[config.mk]
export PLATFORM = sky130hd
export DESIGN_NAME = dcs_sequencer
export DESIGN_NICKNAME = d
export VERILOG_FILES = /design/src/include/dcs_pkg.sv /design/src/logic/dcs_sequencer.sv
export SDC_FILE = /design/constraint.sdc
export NUM_CORES = 1
export LEC_CHECK = 0
export BUFFER_PORTS_ARGS = -buffer_cell sky130_fd_sc_hd__buf_4
export CORE_ASPECT_RATIO = 2
export CORE_MARGIN = 2
export CORE_UTILIZATION = 60
export CTS_CLUSTER_DIAMETER = 40
export DETAILED_ROUTE_END_ITERATION = 10
export GPL_TIMING_DRIVEN = 0
export HOLD_SLACK_MARGIN = 0.03
export PLACE_DENSITY = 0.85
export SYNTH_ARGS = -nofsm -noshare
export SYNTH_HDL_FRONTEND = slang
export SYNTH_SLANG_ARGS = --single-unit
[constraint.sdc]
create_clock -name i_mclk -period 4.29 [get_ports i_mclk]
set_clock_uncertainty 0.1 [all_clocks]
set_input_delay 0 -clock i_mclk [delete_from_list [all_inputs] [get_ports i_mclk]]
set_output_delay 0 -clock i_mclk [all_outputs]
set_load 0.01 [all_outputs]
[src/include/dcs_pkg.sv]
package dcs_pkg;
  // ==========================================================
  // Opcodes, low five bits of the first command byte
  localparam logic [4:0] OP_SCAN_EQ   = 5'h11;
  localparam logic [4:0] OP_SCAN_LE   = 5'h19;
  localparam logic [4:0] OP_SCAN_HE   = 5'h1d;
  localparam logic [4:0] OP_RECAL     = 5'h07;
  localparam logic [4:0] OP_SENSE_INT = 5'h08;
  localparam logic [4:0] OP_SPECIFY   = 5'h03;
  localparam logic [4:0] OP_SENSE_DRV = 5'h04;
  localparam logic [4:0] OP_SEEK      = 5'h0f;
  // ==========================================================
  // Command and result lengths
  localparam logic [3:0] LEN_NONE      = 4'h0;
  localparam logic [3:0] LEN_SCAN      = 4'h9;
  localparam logic [3:0] LEN_RECAL     = 4'h2;
  localparam logic [3:0] LEN_SENSE_INT = 4'h2;
  localparam logic [3:0] LEN_SPECIFY   = 4'h3;
  localparam logic [3:0] LEN_SENSE_DRV = 4'h2;
  localparam logic [3:0] LEN_SEEK      = 4'h3;
  localparam logic [2:0] RES_SCAN      = 3'h7;
  localparam logic [2:0] RES_SENSE_INT = 3'h2;
  localparam logic [2:0] RES_ONE       = 3'h1;
  // ==========================================================
  // Command byte positions
  localparam int IDX_UNIT = 1;
  localparam int IDX_CYL  = 2;
  localparam int IDX_HEAD = 3;
  localparam int IDX_SECT = 4;
  localparam int IDX_SIZE = 5;
  localparam int IDX_END  = 6;
  localparam int IDX_GAP  = 7;
  localparam int IDX_STEP = 8;
  // ==========================================================
  // Status bits and codes
  localparam int         MSR_REQ_BIT  = 7;
  localparam int         MSR_DIR_BIT  = 6;
  localparam int         MSR_BUSY_BIT = 4;
  localparam int         ST3_RDY_BIT  = 5;
  localparam logic [7:0] ST0_IC_NORM  = 8'h00;
  localparam logic [7:0] ST0_IC_ABN   = 8'h40;
  localparam logic [7:0] ST0_IC_INV   = 8'h80;
  localparam logic [7:0] ST0_IC_NRDY  = 8'hc0;
  localparam logic [7:0] ST0_SEEK_END = 8'h20;
  localparam logic [7:0] BYTE_ZERO    = 8'h00;
  // ==========================================================
  typedef enum logic [1:0] {
    ST_IDLE = 2'b00,
    ST_CMD  = 2'b01,
    ST_EXEC = 2'b10,
    ST_RES  = 2'b11
  } dcs_state_t;

  typedef struct packed {
    logic [4:0] opcode;
    logic [7:0] unit_select;
    logic [7:0] cylinder;
    logic [7:0] head;
    logic [7:0] sector;
    logic [7:0] size_code;
    logic [7:0] end_sector_number;
    logic [7:0] gap_length_byte;
    logic [7:0] scan_sector_step;
  } dcs_scan_req_t;
endpackage

[src/logic/dcs_sequencer.sv]
`timescale 1ns/100ps
// Contract
// - A scan command of any variant takes nine bytes, opcode through sector step.
// - The seventh scan byte is kept as the last sector number of the track run.
// - A finished scan offers seven result bytes, status 0 to 2 then C, H, R, N.
// - Recalibrate takes opcode and unit select and has no result phase.
// - Interrupt status query answers status 0 then the present track number, or only an invalid status 0 when no event is pending.
// - Specify takes three bytes, stores the timing bytes and returns nothing.
// - Drive status query takes two bytes and answers one byte of drive signals.
// - Seek takes three bytes, stores the target track and returns nothing.
// - Bytes move only while the request flag is set; direction set means read.
// - Status 0 carries the end code in bits 7:6 and the seek end flag 0x20.
module dcs_sequencer
  import dcs_pkg::*;
(
  // Clock and reset
  input  wire logic          i_mclk,
  input  wire logic          i_rstn,
  // Host data port
  input  wire logic          i_wr_stb,
  input  wire logic [7:0]    i_wr_data,
  input  wire logic          i_rd_stb,
  output logic      [7:0]    o_rd_data,
  output logic      [7:0]    o_main_status,
  // Scan execution
  output logic               o_scan_start,
  output dcs_scan_req_t      o_scan_req,
  input  wire logic          i_exec_done,
  input  wire logic          i_exec_abnormal,
  input  wire logic [7:0]    i_exec_st1,
  input  wire logic [7:0]    i_exec_st2,
  // Drive pins and settings
  input  wire logic [7:0]    i_drive_sig,
  output logic      [7:0]    o_step_rate_unload_time,
  output logic      [7:0]    o_head_load_nondma_select,
  output logic      [7:0]    o_present_track_number
);
  // ==========================================================
  // State
  dcs_state_t       state_q, state_d;
  logic [8:0][7:0]  cmd_q, cmd_d;
  logic [6:0][7:0]  res_q, res_d;
  logic [3:0]       cnt_q, cnt_d;
  logic [3:0]       len_q, len_d;
  logic [2:0]       res_cnt_q, res_cnt_d;
  logic [7:0]       trk_q, trk_d;
  logic             pend_q, pend_d;
  logic [2:0]       pend_unit_q, pend_unit_d;
  logic [7:0]       rate_q, rate_d;
  logic [7:0]       load_q, load_d;
  logic             start_q, start_d;
  logic [7:0]       drv_meta_q, drv_q;
  logic             master_request_flag;
  logic             transfer_direction_flag;
  logic             wr_ok;
  logic             rd_ok;
  logic [7:0]       st0;

  // ==========================================================
  // Host handshake
  // request and direction
  assign master_request_flag     = (state_q != ST_EXEC);
  assign transfer_direction_flag = (state_q == ST_RES);
  assign wr_ok = i_wr_stb && master_request_flag && !transfer_direction_flag;
  assign rd_ok = i_rd_stb && transfer_direction_flag;
  always_comb begin
    o_main_status                = BYTE_ZERO;
    o_main_status[MSR_REQ_BIT]   = master_request_flag;
    o_main_status[MSR_DIR_BIT]   = transfer_direction_flag;
    o_main_status[MSR_BUSY_BIT]  = (state_q != ST_IDLE);
  end

  // ==========================================================
  // Command length lookup
  function automatic logic [3:0] cmd_len(input logic [4:0] op);
    case (op)
      OP_SCAN_EQ, OP_SCAN_LE, OP_SCAN_HE: cmd_len = LEN_SCAN;
      OP_RECAL:                           cmd_len = LEN_RECAL;
      OP_SENSE_INT:                       cmd_len = LEN_SENSE_INT;
      OP_SPECIFY:                         cmd_len = LEN_SPECIFY;
      OP_SENSE_DRV:                       cmd_len = LEN_SENSE_DRV;
      OP_SEEK:                            cmd_len = LEN_SEEK;
      default:                            cmd_len = LEN_NONE;
    endcase
  endfunction

  // ==========================================================
  // Sequencer next state
  always_comb begin
    state_d     = state_q;
    cmd_d       = cmd_q;
    res_d       = res_q;
    cnt_d       = cnt_q;
    len_d       = len_q;
    res_cnt_d   = res_cnt_q;
    trk_d       = trk_q;
    pend_d      = pend_q;
    pend_unit_d = pend_unit_q;
    rate_d      = rate_q;
    load_d      = load_q;
    start_d     = 1'b0;
    st0         = BYTE_ZERO;
    case (state_q)
      ST_IDLE: begin
        if (wr_ok) begin
          cmd_d[0] = i_wr_data;
          len_d    = cmd_len(i_wr_data[4:0]);
          cnt_d    = 4'h1;
          if (cmd_len(i_wr_data[4:0]) == LEN_NONE) begin
            res_d[0]  = ST0_IC_INV;
            res_cnt_d = RES_ONE;
            state_d   = ST_RES;
          end else begin
            state_d = ST_CMD;
          end
        end
      end
      ST_CMD: begin
        if (wr_ok) begin
          cmd_d[cnt_q] = i_wr_data;
          cnt_d        = cnt_q + 4'h1;
          if (cnt_d == len_q) begin
            // no result phase returns to idle
            state_d = ST_IDLE;
            case (cmd_q[0][4:0])
              OP_SCAN_EQ, OP_SCAN_LE, OP_SCAN_HE: begin
                start_d = 1'b1;
                state_d = ST_EXEC;
              end
              OP_RECAL: begin
                trk_d       = BYTE_ZERO;
                pend_d      = 1'b1;
                pend_unit_d = cmd_d[IDX_UNIT][2:0];
              end
              OP_SEEK: begin
                trk_d       = cmd_d[IDX_CYL];
                pend_d      = 1'b1;
                pend_unit_d = cmd_d[IDX_UNIT][2:0];
              end
              OP_SPECIFY: begin
                rate_d = cmd_d[1];
                load_d = cmd_d[2];
              end
              OP_SENSE_INT: begin
                state_d = ST_RES;
                if (pend_q) begin
                  res_d[0]  = ST0_IC_NORM | ST0_SEEK_END | {5'h00, pend_unit_q};
                  res_d[1]  = trk_q;
                  res_cnt_d = RES_SENSE_INT;
                  pend_d    = 1'b0;
                end else begin
                  res_d[0]  = ST0_IC_INV;
                  res_cnt_d = RES_ONE;
                end
              end
              default: begin
                res_d[0]  = {drv_q[7:3], cmd_d[IDX_UNIT][2:0]};
                res_cnt_d = RES_ONE;
                state_d   = ST_RES;
              end
            endcase
          end
        end
      end
      ST_EXEC: begin
        if (i_exec_done) begin
          st0 = !drv_q[ST3_RDY_BIT] ? ST0_IC_NRDY : (i_exec_abnormal ? ST0_IC_ABN : ST0_IC_NORM);
          res_d[0]  = st0 | {5'h00, cmd_q[IDX_UNIT][2:0]};
          res_d[1]  = i_exec_st1;
          res_d[2]  = i_exec_st2;
          res_d[3]  = cmd_q[IDX_CYL];
          res_d[4]  = cmd_q[IDX_HEAD];
          res_d[5]  = cmd_q[IDX_SECT];
          res_d[6]  = cmd_q[IDX_SIZE];
          res_cnt_d = RES_SCAN;
          state_d   = ST_RES;
        end
      end
      ST_RES: begin
        if (rd_ok) begin
          res_d     = {BYTE_ZERO, res_q[6:1]};
          res_cnt_d = res_cnt_q - 3'h1;
          if (res_cnt_q == RES_ONE) begin
            state_d = ST_IDLE;
          end
        end
      end
      default: state_d = ST_IDLE;
    endcase
  end

  // ==========================================================
  // Registers
  always_ff @(posedge i_mclk or negedge i_rstn) begin
    if (!i_rstn) begin
      state_q     <= ST_IDLE;
      cmd_q       <= '0;
      res_q       <= '0;
      cnt_q       <= 4'h0;
      len_q       <= 4'h0;
      res_cnt_q   <= 3'h0;
      trk_q       <= BYTE_ZERO;
      pend_q      <= 1'b0;
      pend_unit_q <= 3'h0;
      rate_q      <= BYTE_ZERO;
      load_q      <= BYTE_ZERO;
      start_q     <= 1'b0;
      drv_meta_q  <= BYTE_ZERO;
      drv_q       <= BYTE_ZERO;
    end else begin
      state_q     <= state_d;
      cmd_q       <= cmd_d;
      res_q       <= res_d;
      cnt_q       <= cnt_d;
      len_q       <= len_d;
      res_cnt_q   <= res_cnt_d;
      trk_q       <= trk_d;
      pend_q      <= pend_d;
      pend_unit_q <= pend_unit_d;
      rate_q      <= rate_d;
      load_q      <= load_d;
      start_q     <= start_d;
      drv_meta_q  <= i_drive_sig;
      drv_q       <= drv_meta_q;
    end
  end

  // ==========================================================
  // Outputs
  assign o_rd_data                 = res_q[0];
  assign o_scan_start              = start_q;
  assign o_step_rate_unload_time   = rate_q;
  assign o_head_load_nondma_select = load_q;
  assign o_present_track_number    = trk_q;
  assign o_scan_req = '{opcode: cmd_q[0][4:0], unit_select: cmd_q[IDX_UNIT],
                        cylinder: cmd_q[IDX_CYL], head: cmd_q[IDX_HEAD],
                        sector: cmd_q[IDX_SECT], size_code: cmd_q[IDX_SIZE],
                        end_sector_number: cmd_q[IDX_END],
                        gap_length_byte: cmd_q[IDX_GAP],
                        scan_sector_step: cmd_q[IDX_STEP]};

  logic [7:0] end_seen_q;
  always_ff @(posedge i_mclk or negedge i_rstn) begin
    if (!i_rstn) begin
      end_seen_q <= BYTE_ZERO;
    end else if (state_q == ST_CMD && wr_ok && cnt_q == 4'(IDX_END)) begin
      end_seen_q <= i_wr_data;
    end
  end
endmodule // dcs_sequencer

==> results.md, run 1 <==
- Post-Synthesis Cell Area: ~8000 sq um
- Post-Layout Cell Count: approximately 1100
- Resized Gates After CTS: 0
- DRT iter0 DRCs: 361
- Util after Layout: approximately four fifths
- Largest delay share family, worst path: flip-flops
- Simple-Gate Fraction of Synth Area: about a tenth
- Hold/Removal Path Class: in2async
- Commonest register cell after synthesis: dfrtp_1
- Clock sink count: about 180
- Pre-Repair DR Iteration Count: 5
- Pwr/cell area: 708 nW/um^2
- Worst R2R Path Depth: 8
- Hold Vio Cnt, Final: 0
- Initial antenna violation count: 0
- Slew headroom: 37.2%
- Die area: approximately 14000 sq um
- Worst setup path startpoint: cnt_q[0]
- Tot Pwr: 7.20 mW
- Worst setup EP type: flip-flop
- Final setup TNS: 0 ps
- Final slew viol count: 0
- Startpoint types: flip-flop
- Pleak: ~5.0 nW
- CTS root buffer: clkbuf_16
- Max-cap violations: 0
- Clk Latency, worst-skew pair: around 430 ps
- Crit-path cells: inv_1, ha_1, xor2_1, nor4_1, a21oi_1, a211oi_2, buf_4, mux2_2
- Synth Instances: slightly above 700
- Congestion Overflow GR: 0
- Antenna-violating nets left: 0
- CTS tree: built
- Main combinational cell family by area after synthesis: multiplexers
- Synth Register Bits: about 180
- Number of flops mapped to enable cells by yosys: 0
- Buf+Inv Stages, Crit Path: 2
- Required time of the critical path: approximately 4500 ps
- Fin crit period: approximately 2700 ps
- Initial Util: 61.5%
- Std cell rows: between 50 and 60
- DRC viols: 0
- Clock-pin slew on the worst setup and hold paths: roughly 70 ps
- Die Y: roughly 170 um
- Critical path peak fanout: 10
- All-Layer GR Usage: between 30% and 40%
- Die Width: between 80 and 90 um
- Synth Area in Compound Gates: 9.70%
- Detailed placer's ending HPWL: between 15000 and 20000 um
- Critical path endpoint: o_rd_data[7]
- Largest stage delay, worst path: approximately 500 ps
- Slowest cell on the critical path: dfrtp_1
- Largest net degree at the start of global routing: 94
- Yosys warns: 0
- Peak supply drop: between 0.4 and 0.5 mV
- Syn Area/Cell: 11.3 sq um
- Vias: between 6000 and 7000
- CTS buffer count: 17
- Synth Area in Adders: under 10%
- Period utilization: a little over three fifths
- Via density: about 5.9
- WS Path Type: reg2reg
- Xor/xnor share of the synthesized area: less than 1%
- Met2 WL: roughly 12000 um
- Vias in the first global route: around 6600
- Share of layout cells above drive strength 1: 32.3%
- Highest clock rate: roughly 370 MHz
- GPL Wtd Cong: 0.849
- Status: complete, no violations
- Worst path depth: 8
- Area Growth Syn to Fin: 27.4%
- Most frequent cells in the layout: dfrtp_1, buf_4, nand2_1, o21ai_0, mux2_2
- ANT cells: 0
- Setup bufs post-CTS: 0
- First-pass GRT wire length: between 30000 and 40000 um
- Nets: approximately 950
- Ys async rst share: 100%
- Core area: around 13000 sq um
- Port bufs: about 140
- Met3 WL: about 1100 um
- Top sig layer: met4
- Mux share of post-synthesis cell area: roughly 19%
- Cell total after placement: 997
- Reg2reg setup slack: 1590 ps
- Hold buffer count at cts: 34
- Clock H-tree levels: 4
- Register area share after synthesis: a little under three fifths
- I/O pins: about 150
- Reg2reg end: o_rd_data[7]
- Worst r2r src: cnt_q[0]
- Data arrival time of the worst path: approximately 2900 ps
- Final WL: 21800 um
- Library cells used by synthesis: between 50 and 60
- Final setup fails: 0
- Slew @ Worst Pin: ~940 ps
- Most common cell after layout, fill and taps aside: dfrtp_1
- Wirelength per Cell: a little over 20 um
- Longest Clk Path Bufs: 2
- RSZ-0062 raised after global routing: false
- Metal-1 WL: 7570 um
state kept, by name, summed over array words and instances, names as in the netlist:
register / flops
pend_q: 1
pend_unit_q: 3
o_head_load_nondma_select: 8
o_rd_data: 8
o_present_track_number: 8
res_cnt_q: 3
o_scan_start: 1
o_step_rate_unload_time: 8
o_scan_req: 69
state_q: 2
res_q: 48
drv_meta_q: 5
cnt_q: 4
len_q: 3
drv_q: 5
cell usage after synthesis, types with 3 or more instances:
cell type,count,area share (%)
nor2b_1,6,0.47
buf_2,14,0.88
a21oi_1,13,0.81
mux2_2,82,12
o21ai_0,85,5.3
xnor2_1,3,0.33
a22oi_1,3,0.28
nand2b_1,8,0.63
a22o_1,8,0.88
inv_1,18,0.85
mux2i_1,55,6.9
nand2_1,112,5.3
clkbuf_1,22,1.0
nand3_1,6,0.38
buf_4,19,1.8
nor2_1,15,0.70
nand4_1,3,0.23
ha_1,9,1.4
dfrtp_1,176,55
nor3b_1,3,0.28
a31oi_1,4,0.31
where the power goes:
| part | internal, mW | switching, mW | total, mW |
|---|---|---|---|
| Combinational | 1.44 | 1.59 | 3.03 |
| Sequential | 2.19 | 0.434 | 2.63 |
| Clock | 0.810 | 0.732 | 1.54 |
| Total | 4.44 | 2.76 | 7.20 |
cell type report:
| type | instances | area [sq um] |
|---|---|---|
| timing repair buffer | 170 | 1390 |
| multi-input combinational | 457 | 3220 |
| fill | 825 | 2820 |
| tap | 152 | 190 |
| inverter | 18 | 67.6 |
| sequential | 176 | 4400 |
| buffer | 58 | 314 |
| clock buffer | 19 | 453 |
| clock inverter | 13 | 140 |
routing by layer:
layer	vias up	track usage [%]
li1	2809	-
met1	3108	34.7
met2	266	55.7
met3	95	5.96
met4	0	18.6
met5	-	0
worst min-delay path by stage:
stage / from / end / slack, ps / cells past startpoint
global route: i_wr_data[7] / o_scan_req[15] / 60 / 2
floorplan: i_rstn / cnt_q[0] / -400 / 0
global placement: i_drive_sig[6] / drv_meta_q[6] / 10 / 1
detailed placement: i_rstn / o_rd_data[3] / -60 / 1
finish: i_rstn / o_rd_data[3] / 30 / 2
CTS: i_wr_data[7] / o_scan_req[15] / 30 / 2
worst reg2reg max path, stage by stage (launching register included):
cell and delay [ps]:
dfrtp_1 500, inv_1 110, ha_1 340, xor2_1 210, nor4_1 320, a21oi_1 170, a211oi_2 240, buf_4 250
mux2_2 360
logic make-up after synthesis:
logic type | count (synthesis)
AO/OA/AOI/OAI | 131
XOR/XNOR | 5
adder cells (fa/ha/maj) | 9
buffers and inverters | 76
flip-flops | 176
multiplexers | 138
other | 1
AND/OR/NAND/NOR | 169
stage by stage:
| stage | worst slack [ps] | area [sq um] | hold WS (ps) |
|---|---|---|---|
| 3_3_place_gp | 1650 | 9210 | 11.3 |
| 4_1_cts | 1590 | 10200 | 33.3 |
| 2_1_floorplan | 1940 | 8000 | -396 |
| 6_report | 1590 | 10200 | 33.5 |
| 5_1_grt | 1390 | 10200 | 56.2 |
| 3_5_place_dp | 1630 | 9240 | -61.7 |
Power figures use the tool's default switching activity.
==> inputs of run 2 (changes only) <==
--- a/config.mk
+++ b/config.mk
@@ -8,12 +8,12 @@
 export BUFFER_PORTS_ARGS = -buffer_cell sky130_fd_sc_hd__buf_4
 export CORE_ASPECT_RATIO = 2
 export CORE_MARGIN = 2
-export CORE_UTILIZATION = 60
+export CORE_UTILIZATION = 50
 export CTS_CLUSTER_DIAMETER = 40
 export DETAILED_ROUTE_END_ITERATION = 10
 export GPL_TIMING_DRIVEN = 0
 export HOLD_SLACK_MARGIN = 0.03
-export PLACE_DENSITY = 0.85
+export PLACE_DENSITY = 0.76
 export SYNTH_ARGS = -nofsm -noshare
 export SYNTH_HDL_FRONTEND = slang
 export SYNTH_SLANG_ARGS = --single-unit
==> constraint.sdc (replaced) <==
create_clock -name i_mclk -period 2.45 [get_ports i_mclk]
set_clock_uncertainty 0.1 [all_clocks]
set_input_delay 0 -clock i_mclk [delete_from_list [all_inputs] [get_ports i_mclk]]
set_output_delay 0 -clock i_mclk [all_outputs]
set_load 0.01 [all_outputs]
==> run 2 against run 1 <==
Against the previous run: critical path depth rose by 3; wire length decreased by 0.92%; register-to-register slack lost 1500 ps; non-clock buffer count up 11; flip-flop and latch count unchanged; clock-buffer cell count decreased by 2; sequential share of layout area shrank 0.87 points; highest routed layer unchanged.
==> results.md, run 2 (synthesis gave the netlist of run 1 again) <==
- Pleak: 5.04 nW (+0.88%)
- Cell total after placement: 1046 (+4.9%)
- GPL Wtd Cong: 0.890 (+4.9%)
- Max-cap violations: 0 (unchanged)
- Startpoint types: input pin
- Highest clock rate: 412 MHz
- Most frequent cells in the layout: dfrtp_1, buf_4, nand2_1, o21ai_0, mux2_2
- DRT iter0 DRCs: 304 (-16%)
- CTS tree: built
- Final WL: 21500 um (-0.92%)
- Vias in the first global route: 6267 (-5.7%)
- Largest stage delay, worst path: 550 ps (+50 ps)
- Seq pwr share: 36.1% (-0.4 points)
- CTS root buffer: clkbuf_16
- Period utilization: 99.0%
- Pre-Repair DR Iteration Count: 5 (unchanged)
- Clk Latency, worst-skew pair: 440 ps (about the same)
- Fin crit period: ~2400 ps
- I/O pins: 148 (unchanged)
- Max reg flops: 69 (unchanged)
- Initial Util: 50.9% (-11 points)
- Pwr/cell area: 1230 nW/um^2 (+73%)
- Clock power share: 21.2% (-0.2 points)
- Sw frac: 37.5% (-0.82 points)
- Die Width: 93.4 um (+9.1%)
- Status: complete, no violations
- Die Y: 183 um (+9.3%)
- Worst setup EP type: flip-flop
- Most frequent CP cell: buf_4
- Worst R2R Path Depth: 7 (-1)
- Std cell rows: 65 (+10%)
- Vias: 6132 (-2.3%)
- ANT cells: 0 (unchanged)
- Worst path depth: 11 (+3)
- Switch Pwr: 4.77 mW (+73%)
- DRC viols: 0 (unchanged)
- Power Internal: 7.96 mW (+79%)
- All-Layer GR Usage: 25.9% (-5.8 points)
- WS Path Type: in2reg
- Post-Layout Cell Count: 1123 (+5.6%)
- Largest delay share family, worst path: buffers and inverters
- Detailed placer's ending HPWL: 15500 um (about the same)
- Slew @ Worst Pin: 976 ps (+37.2 ps)
- Tot Pwr: 12.7 mW (+77%)
- Data arrival time of the worst path: 2650 ps (-260 ps)
- Worst setup path startpoint: i_wr_data[1]
- Hold Vio Cnt, Final: 0 (unchanged)
- Nets: 956 (+1.2%)
- Required time of the critical path: 2680 ps (-1820 ps)
- Core area: 15700 sq um (+21%)
- Area Growth Syn to Fin: 30.0%
- CTS buffer count: 17 (unchanged)
- Buf+Inv Stages, Crit Path: 5 (+3)
- Share of layout cells above drive strength 1: 34.1% (+1.8 points)
- Hold/Removal Path Class: in2async
- Critical path peak fanout: 9 (-1)
- Final Worst Setup Slack: 24.5 ps (-1560 ps)
- Final-layout fill cell count: 1220 (+48%)
- Wirelength per Cell: 19.2 um (-6.2%)
- Clock sink count: 176 (unchanged)
- Port bufs: 135 (unchanged)
- Antenna-violating nets left: 0 (unchanged)
- Congestion Overflow GR: 0 (unchanged)
- Crit-path cells: dlygate4sd3_1, buf_4, clkinvlp_4, ha_1, or2_2, o32a_1, o22ai_1, a211oi_2, buf_4, buf_6, mux2_1
- Slowest cell on the critical path: dlygate4sd3_1
- Slew headroom: 34.7% (-2.5 points)
- Most common cell after layout, fill and taps aside: dfrtp_1
- Peak supply drop: 0.685 mV (+47%)
- Final setup fails: 0 (unchanged)
- Final slew viol count: 0 (unchanged)
- Die area: 17100 sq um (+19%)
- Gate power share: 42.8% (+0.7 points)
- Via density: 5.46 (-7.5%)
- Pre-CTS setup slack: -219 ps (-1850 ps)
- Final setup TNS: 0 ps (unchanged)
- Clock-pin slew on the worst setup and hold paths: 80 ps (about the same)
- Worst r2r src: cnt_q[0]
- Initial antenna violation count: 0 (unchanged)
- Largest net degree at the start of global routing: 104 (+11%)
- Clock H-tree levels: 4 (unchanged)
- First-pass GRT wire length: 33300 um (-4.1%)
- Longest Clk Path Bufs: 2 (unchanged)
==> run 2: worst register-to-register path: stages, from the launching register on <==
cell and delay (ps):
dfrtp_2 440, inv_1 140, ha_4 230, xor2_2 240, nor4_4 80, and2_2 260, a32oi_4 400, mux2_2 380
==> run 2: path summary, 6_finish.rpt <==
check | end | slack (ps)
worst max-delay path | o_rd_data[4] | 20
worst min-delay path | o_rd_data[0] | 30
worst max register to register | res_q[15] | 80
worst min register to register | drv_q[4] | 250
max in group asynchronous | o_scan_req[42] | 1340
min in group i_mclk | o_step_rate_unload_time[5] | 110
==> run 2: metrics by stage <==
step / hold slack [ps] / util, % / cell area (sq um)
2_1_floorplan: -396 / - / 8000
3_3_place_gp: 10.2 / 59.0 / 9270
3_5_place_dp: -88.6 / 59.3 / 9300
4_1_cts: 49.6 / 65.8 / 10300
5_1_grt: 63.3 / 66.2 / 10400
6_report: 25.2 / 66.2 / 10400
==> run 2: power by group through the flow <==
stage	sequential (mW)	combinational, mW	clock [mW]
2_1_floorplan	4.64	3.12	0
6_report	4.59	5.44	2.70
3_3_place_gp	4.58	5.02	0
5_1_grt	4.70	5.91	2.85
4_1_cts	4.57	5.39	2.72
3_5_place_dp	4.63	5.14	0
==> run 2: timing repair <==
action / in CTS / in global routing
gates cloned: 1 / 0
endpoints found under the setup margin: 42 / 41
hold endpoints to repair: 224 / 0
hold buffers: 35 / 0
pin swaps: 3 / 2
gates resized for setup: 8 / 12
buffers inserted: 5 / 4
==> run 2: layout make-up <==
class	count	area [sq um]	share of cell area, %
buffer	58	323	3.11
clock buffer	17	425	4.10
clock inverter	15	166	1.60
inverter	18	75.1	0.723
multi-input combinational	457	3260	31.4
sequential	176	4410	42.4
tap	201	251	2.42
timing repair buffer	181	1480	14.2
==> run 2: per-layer routing <==
layer	global-route usage [%]	share of wire [%]	vias to the layer above
li1	-	-	2837
met1	27.3	36	3044
met2	48.1	56	197
met3	4.93	4.6	54
met4	12.3	4.0	0
met5	0	0	-
